File: src/rtl/tce_pkg.sv
/*
 * Package for the capture-input and edge-detection block of the 16-bit timer.
 * It holds the edge-select codes, the capture control layout, widths and reset values.
 * It assumes nothing of its surroundings.
 */
package tce_pkg;

    // ------------------------------------------------------------------
    // Widths and reset values
    // ------------------------------------------------------------------
    localparam int          CNT_W       = 16;
    localparam logic [15:0] CAP_RST_VAL = 16'h0000;
    localparam int          SYNC_STAGES = 3;

    // ------------------------------------------------------------------
    // Edge-select field codes, one field per trigger pin
    // ------------------------------------------------------------------
    localparam logic [1:0] EDGE_FALL = 2'h0;
    localparam logic [1:0] EDGE_RISE = 2'h1;
    localparam logic [1:0] EDGE_BAD  = 2'h2;
    localparam logic [1:0] EDGE_BOTH = 2'h3;

    // ------------------------------------------------------------------
    // Capture control bit positions (reverse-phase select is bit 1)
    // ------------------------------------------------------------------
    localparam int CTRL_CAP_EN_A_POS = 0;
    localparam int CTRL_REV_PH_POS   = 1;
    localparam int CTRL_CAP_EN_B_POS = 2;

    typedef struct packed {
        logic cap_en_b;
        logic reverse_phase_capture_sel;
        logic cap_en_a;
    } tce_ctrl_t;

    typedef struct packed {
        logic [1:0] edge_b;
        logic [1:0] edge_a;
    } tce_edge_cfg_t;

    typedef struct packed {
        logic irq_b;
        logic irq_a;
    } tce_irq_t;

endpackage : tce_pkg

File: src/rtl/tce_capture.sv
/*
 * Capture-input and edge-detection logic of a 16-bit timer/event counter.
 * Assumes a prescaler in the clk_sys domain that supplies one-cycle rise and
 * fall ticks of the count clock, and a counter that supplies its current value.
 */
`timescale 1ns/10ps

module tce_capture #(
    parameter int CNT_W = tce_pkg::CNT_W
) (
    input  wire logic                   clk_sys,
    input  wire logic                   resetn,
    input  wire logic                   clk_en,
    input  wire logic                   timer_run,
    input  wire logic                   count_rise_tick,
    input  wire logic                   count_fall_tick,
    input  wire logic                   trig_a_is_count_clk,
    input  wire tce_pkg::tce_edge_cfg_t prescaler_mode_reg,
    input  wire tce_pkg::tce_ctrl_t     capture_compare_ctrl,
    input  wire logic [CNT_W-1:0]       timer_count_value,
    input  wire logic                   trigger_in_a,
    input  wire logic                   trigger_in_b,
    output logic                        count_edge_a,
    output logic [CNT_W-1:0]            capture_reg_a,
    output logic [CNT_W-1:0]            capture_reg_b,
    output tce_pkg::tce_irq_t           capture_irq
);

    // Capture registers and reset values are sized for the 16-bit counter
    if (CNT_W != tce_pkg::CNT_W) begin : g_bad_width
        $error("tce_capture: counter width must be 16");
    end

    // ------------------------------------------------------------------
    // Pin synchronisers, three stages per pin
    // ------------------------------------------------------------------
    logic [1:0] s1_q, s2_q, s3_q;
    logic [1:0] pin_q, pin_d;

    always_comb begin
        pin_d = pin_q;
        for (int i = 0; i < 2; i++) begin
            // Only the second and third stages are compared
            if (s2_q[i] == s3_q[i]) begin
                pin_d[i] = s3_q[i];
            end
        end
    end

    always_ff @(posedge clk_sys or negedge resetn) begin
        if (!resetn) begin
            s1_q  <= 2'h0;
            s2_q  <= 2'h0;
            s3_q  <= 2'h0;
            pin_q <= 2'h0;
        end else if (clk_en) begin
            s1_q  <= {trigger_in_b, trigger_in_a};
            s2_q  <= s1_q;
            s3_q  <= s2_q;
            pin_q <= pin_d;
        end
    end

    // ------------------------------------------------------------------
    // Noise filter and edge detection
    // ------------------------------------------------------------------
    logic [1:0] filt_q, filt_d;
    logic [1:0] cand_q, cand_d;
    logic       ran_q, ran_d;
    logic [1:0] rise_ev, fall_ev, valid_ev, opp_ev;
    logic [1:0] tick;
    logic [1:0] sel [2];

    always_comb begin
        filt_d   = filt_q;
        cand_d   = cand_q;
        ran_d    = ran_q | timer_run;
        rise_ev  = 2'h0;
        fall_ev  = 2'h0;
        valid_ev = 2'h0;
        opp_ev   = 2'h0;
        sel[0]   = prescaler_mode_reg.edge_a;
        sel[1]   = prescaler_mode_reg.edge_b;
        tick[0]  = trig_a_is_count_clk ? 1'b1 : count_rise_tick;
        tick[1]  = count_rise_tick;
        for (int i = 0; i < 2; i++) begin
            if (!timer_run) begin
                cand_d[i] = 1'b0;
                // Before the first run the filter stays low, so a pin already
                // high is seen as rising on the first enable
                if (ran_q) begin
                    filt_d[i] = pin_q[i];
                end
            end else if (tick[i]) begin
                if (pin_q[i] != filt_q[i]) begin
                    cand_d[i] = 1'b1;
                    if (cand_q[i]) begin
                        filt_d[i] = pin_q[i];
                        cand_d[i] = 1'b0;
                        rise_ev[i] = pin_q[i];
                        fall_ev[i] = !pin_q[i];
                    end
                end else begin
                    cand_d[i] = 1'b0;
                end
            end
            unique case (sel[i])
                tce_pkg::EDGE_FALL: begin
                    valid_ev[i] = fall_ev[i];
                    opp_ev[i]   = rise_ev[i];
                end
                tce_pkg::EDGE_RISE: begin
                    valid_ev[i] = rise_ev[i];
                    opp_ev[i]   = fall_ev[i];
                end
                tce_pkg::EDGE_BOTH: begin
                    valid_ev[i] = rise_ev[i] | fall_ev[i];
                    opp_ev[i]   = rise_ev[i] | fall_ev[i];
                end
                default: begin
                    // Prohibited code detects nothing
                    valid_ev[i] = 1'b0;
                    opp_ev[i]   = 1'b0;
                end
            endcase
        end
    end

    always_ff @(posedge clk_sys or negedge resetn) begin
        if (!resetn) begin
            filt_q <= 2'h0;
            cand_q <= 2'h0;
            ran_q  <= 1'b0;
        end else if (clk_en) begin
            filt_q <= filt_d;
            cand_q <= cand_d;
            ran_q  <= ran_d;
        end
    end

    // ------------------------------------------------------------------
    // Capture and interrupt timing
    // ------------------------------------------------------------------
    logic             cap_pend_a_q, cap_pend_a_d;
    logic             cap_pend_b_q, cap_pend_b_d;
    logic             irq_a_en_q, irq_a_en_d;
    logic             irq_pend_a_q, irq_pend_a_d;
    logic             irq_pend_b_q, irq_pend_b_d;
    logic [CNT_W-1:0] cap_a_q, cap_a_d, cap_b_q, cap_b_d;
    logic             cnt_edge_q, cnt_edge_d;
    tce_pkg::tce_irq_t irq_q, irq_d;
    logic             rev, trig_a_cap, trig_b_cap;

    always_comb begin
        rev          = capture_compare_ctrl.reverse_phase_capture_sel;
        cap_pend_a_d = cap_pend_a_q;
        cap_pend_b_d = cap_pend_b_q;
        irq_a_en_d   = irq_a_en_q;
        irq_pend_a_d = irq_pend_a_q;
        irq_pend_b_d = irq_pend_b_q;
        cap_a_d      = cap_a_q;
        cap_b_d      = cap_b_q;
        irq_d        = '0;
        cnt_edge_d   = timer_run && trig_a_is_count_clk && valid_ev[0];
        // Pin A used as count clock gives no capture from pin A
        trig_a_cap   = capture_compare_ctrl.cap_en_a && !trig_a_is_count_clk
                       && (rev ? opp_ev[0] : valid_ev[0]);
        trig_b_cap   = capture_compare_ctrl.cap_en_b && valid_ev[1];

        // Interrupts go out on the count clock rise after the capture, or after the pin B event in reverse phase
        if (count_rise_tick) begin
            irq_d.irq_a  = irq_pend_a_q;
            irq_d.irq_b  = irq_pend_b_q;
            irq_pend_a_d = 1'b0;
            irq_pend_b_d = 1'b0;
        end
        if (count_fall_tick && cap_pend_a_q) begin
            cap_a_d      = timer_count_value;
            cap_pend_a_d = 1'b0;
            irq_pend_a_d = irq_pend_a_d | irq_a_en_q;
        end
        if (count_fall_tick && cap_pend_b_q) begin
            cap_b_d      = timer_count_value;
            cap_pend_b_d = 1'b0;
            irq_pend_b_d = 1'b1;
        end
        // New events are set after the clears so that none is lost
        if (trig_a_cap) begin
            cap_pend_a_d = 1'b1;
            irq_a_en_d   = !rev;
        end
        if (trig_b_cap) begin
            if (rev) begin
                irq_pend_a_d = 1'b1;
            end else begin
                cap_pend_b_d = 1'b1;
            end
        end
        if (!timer_run) begin
            cap_pend_a_d = 1'b0;
            cap_pend_b_d = 1'b0;
        end
    end

    always_ff @(posedge clk_sys or negedge resetn) begin
        if (!resetn) begin
            cap_pend_a_q <= 1'b0;
            cap_pend_b_q <= 1'b0;
            irq_a_en_q   <= 1'b0;
            irq_pend_a_q <= 1'b0;
            irq_pend_b_q <= 1'b0;
            cap_a_q      <= tce_pkg::CAP_RST_VAL;
            cap_b_q      <= tce_pkg::CAP_RST_VAL;
            irq_q        <= '0;
            cnt_edge_q   <= 1'b0;
        end else if (clk_en) begin
            cap_pend_a_q <= cap_pend_a_d;
            cap_pend_b_q <= cap_pend_b_d;
            irq_a_en_q   <= irq_a_en_d;
            irq_pend_a_q <= irq_pend_a_d;
            irq_pend_b_q <= irq_pend_b_d;
            cap_a_q      <= cap_a_d;
            cap_b_q      <= cap_b_d;
            irq_q        <= irq_d;
            cnt_edge_q   <= cnt_edge_d;
        end
    end

    assign capture_reg_a = cap_a_q;
    assign capture_reg_b = cap_b_q;
    assign capture_irq   = irq_q;
    assign count_edge_a  = cnt_edge_q;

endmodule : tce_capture

File: config.mk
export PLATFORM = sky130hd
export DESIGN_NAME = tce_capture
export DESIGN_NICKNAME = d
export VERILOG_FILES = /design/src/rtl/tce_pkg.sv /design/src/rtl/tce_capture.sv
export SDC_FILE = /design/constraint.sdc
export NUM_CORES = 1
export LEC_CHECK = 0
export BUFFER_PORTS_ARGS = -buffer_cell sky130_fd_sc_hd__buf_2
export CAP_MARGIN = 40
export CORE_MARGIN = 4
export CORE_UTILIZATION = 49
export DETAILED_ROUTE_END_ITERATION = 7
export GPL_TIMING_DRIVEN = 1
export PLACE_DENSITY = 0.85
export REMOVE_ABC_BUFFERS = 1
export SETUP_SLACK_MARGIN = 0.02
export SKIP_CTS_REPAIR_TIMING = 1
export SYNTH_ARGS = -nofsm -noshare
export SYNTH_HDL_FRONTEND = slang
export SYNTH_SLANG_ARGS = --single-unit
File: constraint.sdc
create_clock -name clk_sys -period 1.7 [get_ports clk_sys]
set_input_delay 0.34 -clock clk_sys [delete_from_list [all_inputs] [get_ports clk_sys]]
set_output_delay 0.34 -clock clk_sys [all_outputs]
set_load 0.01 [all_outputs]
### Word-level counts from Yosys, hierarchy flattened

Cells that the tools add are included.

| cells by class | value |
|---|---|
| equality and inequality tests | 15 |
| muxes and demuxes | 53 |
| bitwise operators | 4 |
| reductions and logical operators | 26 |

Operator list:

| operator | number |
|---|---|
| 2-to-1 mux 1 bit | 49 |
| AND reduction 2 bit | 9 |
| inequality test 2 x 1 -> 1 bit (second input constant) | 6 |
| AND reduction 5 bit | 2 |
| one-hot mux 1 bit (3 select lines) | 3 |
| logical AND 1 bit | 7 |
| == test 2 x 1 -> 1 bit (second input constant) | 2 |
| == test 2 bit (second input constant) | 2 |
| logical NOT 1 bit | 4 |
| logical NOT 2 bit | 2 |
| bitwise OR 1 bit | 4 |
| nonzero test 2 bit | 2 |
| inequality test 3 x 1 -> 1 bit (second input constant) | 1 |
| == test 1 bit | 2 |
| 2-to-1 mux 2 bit | 1 |
| inequality test 1 bit | 2 |

| storage, ports and cells | value |
|---|---|
| register bits after elaboration | 53 |
| input bits | 32 |
| output and inout port bits | 35 |

### Logic depth before layout (Yosys ltp)

| logic depth | value |
|---|---|
| word-level depth | 11 |
| depth in mapped cells | 6 |
| gate-level depth less buffers | 5 |

### Least setup slack after synthesis

Ideal clock, no wire load.

| timing path | value |
|---|---|
| path type | input port to flip-flop |
| start point | in clk_en |
| end point | reg cap_b_q[0] (netlist: capture_reg_b[0]) |
| arrival time | 1.312 ns |
| setup slack | 0.263 ns |
| cell stages on the path | 4 |
| buffers on the path | 2 |
| path through | buf_2 nand3_1 buf_2 mux2_2 |

| between the ends | value |
|---|---|
| longest elaborated chain between the ends | 1 |

RTL lines:

| element | line | source |
|---|---|---|
| from (decl) | tce_capture.sv:13 | `input wire logic clk_en,` |
| AND reduction 2 bit (no source line) | - |  |
| to (signal assigned) | tce_capture.sv:213 | `cap_b_q <= tce_pkg::CAP_RST_VAL;` |
| to (signal assigned) | tce_capture.sv:223 | `cap_b_q <= cap_b_d;` |
| to (decl) | tce_capture.sv:149 | `logic [CNT_W-1:0] cap_a_q, cap_a_d, cap_b_q, cap_b_d;` |

No other way between the ends.
A chain may end at the register's enable or synchronous reset.

### Final worst setup path

| timing path | value |
|---|---|
| start point | reg cand_q[0] |
| end point | reg irq_a_en_q |

| between the ends | value |
|---|---|
| longest elaborated chain between the ends | 9 |
| elaborated cells on any way between the ends | 14 |
| those cells by class | 11 x mux; 1 x bitwise; 2 x reduce/logical |

RTL lines:

| element | line | source |
|---|---|---|
| from (decl) | tce_capture.sv:68 | `logic [1:0] cand_q, cand_d;` |
| from (signal assigned) | tce_capture.sv:136 | `cand_q <= cand_d;` |
| 2-to-1 mux 1 bit | tce_capture.sv:97 | `if (cand_q[i]) begin` |
| 2-to-1 mux 1 bit | tce_capture.sv:95 | `if (pin_q[i] != filt_q[i]) begin` |
| 2-to-1 mux 1 bit | tce_capture.sv:94 | `end else if (tick[i]) begin` |
| 2-to-1 mux 1 bit | tce_capture.sv:87 | `if (!timer_run) begin` |
| bitwise OR 1 bit | tce_capture.sv:117, tce_capture.sv:118 |  |
| one-hot mux 1 bit (3 select lines) | tce_capture.sv:107 | `unique case (sel[i])` |
| 2-to-1 mux 1 bit * | tce_capture.sv:167 | `&& (rev ? opp_ev[0] : valid_ev[0]);` |
| logical AND 1 bit * | tce_capture.sv:167 |  |
| AND reduction 2 bit (no source line) * | - |  |
| to (signal assigned) | tce_capture.sv:219 | `irq_a_en_q <= irq_a_en_d;` |
| to (decl) | tce_capture.sv:146 | `logic irq_a_en_q, irq_a_en_d;` |

Every way passes the cells marked *; elsewhere a longest branch is shown, timed or not.

==> summary.log <==
qor: timing.layout_worst_path_cycle_share 87.7%
qor: yosys.synth_warn 0
qor: pwr.vdd.ir_drop.worst 0.000564 V
qor: yosys.postSynthRegisterBits 53
qor: timing.final.setup.tns 0 ps
qor: flow_run.maxCapViolations 0
qor: pwr.total_switching_power 0.652 mW
qor: layout.ff_latch_area 1330 sq um
qor: yosys.synth_async_sr_flop_share 100%
qor: route.totalWireLength 4300 microns
qor: layout.filler_cell_count 356
qor: clocking.clock_latency 300 ps
qor: clocking.cts_buffer_depth 2
qor: run_status.result_of_the_run finished clean
qor: layout.nNetsFinal 279
qor: critical_path.cp-startpoint cand_q[0]$_DFFE_PN0P_
qor: grt.initial_antenna_violation_count 0
qor: critical_path.crit_arrival 1710 ps
qor: floorplan.initial_core_utilization 51.2%
qor: critical_path.path_max_fanout 4
qor: yosys.yosysSeqAreaShare 59.1%
qor: timing.timing_max_transition_violations_final 0
qor: placement.portBuffers 66
qor: timing.rsz_0062_raised_after_global_routing false
qor: pwr.static-leakage-power 1.52 nW
qor: route.dr_vias_cell 5.18
qor: layout.drive_above_1_share 51.2%
qor: layout.layout.core_utilization 63.9%
qor: timing.worst_slew_pin_slew 278 ps
qor: clocking.tritoncts.num_buffers 5
qor: timing.setup-violations-final 0
qor: route.remaining_drc_errors 0
qor: floorplan.fp.coreArea 4380 sq um
qor: route.detail_route.iter0.violations 68
qor: route.ant_nets 0
qor: route.dr_total_vias 1,553
qor: pwr.power_per_cell_area 918 nW/um^2
qor: critical_path.worstSetupPathType reg -> reg
qor: placement.place_hpwl 3290 microns
qor: placement.gpl.final_weighted_congestion 0.734
qor: layout.syn2layout_area_growth 24.8%
qor: clocking.tritoncts done
qor: grt.grt.total_usage 16.1%
qor: grt.grt_pass1_wl 7040 microns
qor: pwr.cell_internal_pwr 1.92 mW
qor: placement.dpl.cell_count 292
qor: yosys.synth_flop_cell sky130_fd_sc_hd__dfrtp_1
qor: floorplan.rows 24
qor: yosys.instance_count_of_the_mapped_netlist 172
qor: floorplan.die_boundary_height 75.7 microns
qor: yosys.postSynthAreaPerCell 13.1 sq um
qor: yosys.netlist_top_cells_count sky130_fd_sc_hd__dfrtp_1 (53), sky130_fd_sc_hd__mux2_2 (40), sky130_fd_sc_hd__nand2_1 (11), sky130_fd_sc_hd__inv_1 (9), sky130_fd_sc_hd__o21ai_0 (7)
qor: timing.headroom_to_the_max_slew_limit 81.4%
qor: pwr.switching_fraction_of_total_power 25.4%
qor: yosys.unique_cell_type_count_in_the_yosys_netlist 30
qor: floorplan.top_level_ports 67
qor: pwr.combPwrFrac 13.4%
qor: pwr.p_clk_share 30.1%
qor: yosys.synth_top_cells_by_area sky130_fd_sc_hd__dfrtp_1 (59%), sky130_fd_sc_hd__mux2_2 (20%), sky130_fd_sc_hd__nand2_1 (1.8%), sky130_fd_sc_hd__o21ai_0 (1.6%), sky130_fd_sc_hd__inv_1 (1.5%)
qor: timing.finalHoldViolations 0
qor: pwr.seqPwrFrac 56.5%
qor: timing.post-route-min-period 1490 ps
qor: route.drt_pre_antenna_iters 4
qor: timing.maxClockFrequency 0.671 GHz
qor: clocking.clock_tree.htree_level_count 2
qor: floorplan.dieArea 5730 sq um
qor: clocking.clk_root_buffer_cell sky130_fd_sc_hd__clkbuf_8
qor: timing.hold-worst-slack 14.5 ps
qor: yosys.synth-edff-count 0
qor: clocking.path_clk_slew 100 ps
qor: clocking.cts_sinks 53
qor: timing.clock-skew-final 6.62 ps
qor: layout.final-instance-count-excl-fill 300
qor: hold_path.worst_hold_path_type in -> async
qor: layout.multi_input_area 862 sq um
qor: yosys.yosys.area.top_type_share 59.1%
qor: route.routed_wire_length_per_instance 14.3 microns
qor: grt.grt_start_max_net_pins 54
qor: critical_path.critPathCaptureType register
qor: critical_path.worstSetupStartpointType register
qor: layout.number_of_inserted_diodes 0
qor: floorplan.floorplan.die.width 75.7 microns
qor: grt.gr_overflow_total 0
qor: grt.number_of_global_route_vias_before_repair 1,577
qor: yosys.synthMostInstantiatedCell sky130_fd_sc_hd__dfrtp_1
qor: critical_path.critical_path.reg2reg.startpoint cand_q[0]$_DFFE_PN0P_
qor: yosys.synth_area_leader_cell sky130_fd_sc_hd__dfrtp_1
qor: critical_path.worst-endpoint-required 1920 ps
qor: pwr.total_power 2.57 mW
qor: yosys.synth.cell_area 2240 sq um
registers in the layout, summed over array words and instances (netlist names):
| name | cells |
|---|---|
| capture_irq | 2 |
| count_edge_a | 1 |
| capture_reg_a | 16 |
| cand_q | 2 |
| ran_q | 1 |
| pin_q | 2 |
| cap_pend_a_q | 1 |
| cap_pend_b_q | 1 |
| s2_q | 2 |
| capture_reg_b | 16 |
| filt_q | 2 |
| irq_pend_a_q | 1 |
| s1_q | 2 |
| s3_q | 2 |
| irq_pend_b_q | 1 |
| irq_a_en_q | 1 |
metrics by stage:
step                cell area [sq um]  worst slack [ps]
floorplan                        2220               321
global placement                 2700               169
detailed placement               2700               113
CTS                              2800               173
global route                     2800              67.0
finish                           2800               209
worst max-delay path, cell delays in order (launching register included):
cell and delay (ps):
sky130_fd_sc_hd__dfrtp_2 420, sky130_fd_sc_hd__o211ai_4 110, sky130_fd_sc_hd__nor3b_2 280, sky130_fd_sc_hd__o22ai_1 130, sky130_fd_sc_hd__a211oi_2 280, sky130_fd_sc_hd__mux2i_1 200
layout make-up:
type | instances | area share [%]
Timing Repair Buffer | 73 | 14.6
Multi-Input combinational cell | 105 | 30.8
Clock inverter | 1 | 0.313
Inverter | 9 | 1.21
Tap cell | 52 | 2.32
Clock buffer | 7 | 3.44
Sequential cell | 53 | 47.4
kinds of logic after synthesis:
group / after synthesis / synth area share [%]
AO/OA/AOI/OAI: 23 / 7.08
XOR/XNOR: 4 / 1.56
buffers and inverters: 14 / 2.51
flip-flops: 53 / 59.1
multiplexers: 41 / 20.5
AND/OR/NAND/NOR: 37 / 9.25
cell usage in the layout, fill, tap and decap left out, types with 2 or more instances in the layout:
cell type | synthesis | routed
sky130_fd_sc_hd__buf_12 | 0 | 2
sky130_fd_sc_hd__nor2_1 | 4 | 4
sky130_fd_sc_hd__xor2_1 | 2 | 2
sky130_fd_sc_hd__xnor2_1 | 2 | 2
sky130_fd_sc_hd__nor3_1 | 3 | 3
sky130_fd_sc_hd__dfrtp_1 | 53 | 52
sky130_fd_sc_hd__o22ai_1 | 4 | 4
sky130_fd_sc_hd__nand3_1 | 6 | 6
sky130_fd_sc_hd__buf_2 | 3 | 66
sky130_fd_sc_hd__o21ai_0 | 7 | 7
sky130_fd_sc_hd__inv_1 | 9 | 9
sky130_fd_sc_hd__buf_4 | 0 | 5
sky130_fd_sc_hd__nand2b_1 | 4 | 4
sky130_fd_sc_hd__nand2_1 | 11 | 11
sky130_fd_sc_hd__a21oi_1 | 5 | 5
sky130_fd_sc_hd__clkbuf_8 | 0 | 7
sky130_fd_sc_hd__or2b_1 | 3 | 3
sky130_fd_sc_hd__mux2_2 | 40 | 40
metal layers:
layer | vias up | global-route usage, % | wire, microns
li1 | 752 | - | -
met3 | 8 | 4.09 | 170
met4 | 0 | 4.85 | 74
met2 | 34 | 29.0 | 2290
met5 | - | 0 | 0
met1 | 759 | 19.0 | 1760
path summary, 6_finish.rpt:
| path | end | slack (ps) | cells past startpoint |
|---|---|---|---|
| min | capture_reg_b[8]$_DFFE_PN0P_ | 10 | 2 |
| max in group asynchronous | cand_q[0]$_DFFE_PN0P_ | 1430 | 2 |
| max reg2reg | irq_a_en_q$_DFFE_PN0P_ | 210 | 5 |
| min reg2reg | ran_q$_DFFE_PN0P_ | 480 | 1 |
| max | irq_a_en_q$_DFFE_PN0P_ | 210 | 5 |
| min in group clk_sys | s1_q[1]$_DFFE_PN0P_ | 270 | 2 |
power groups by stage:
stage                     clock [mW]  sequential, mW  combinational (mW)
after detailed placement           0            1.48               0.351
final                          0.773            1.45               0.346
after CTS                      0.806            1.45               0.352
after global routing           0.861            1.47               0.392
after floorplan                    0            1.47               0.191
after global placement             0            1.47               0.341
(Power assumes the default switching activity.)
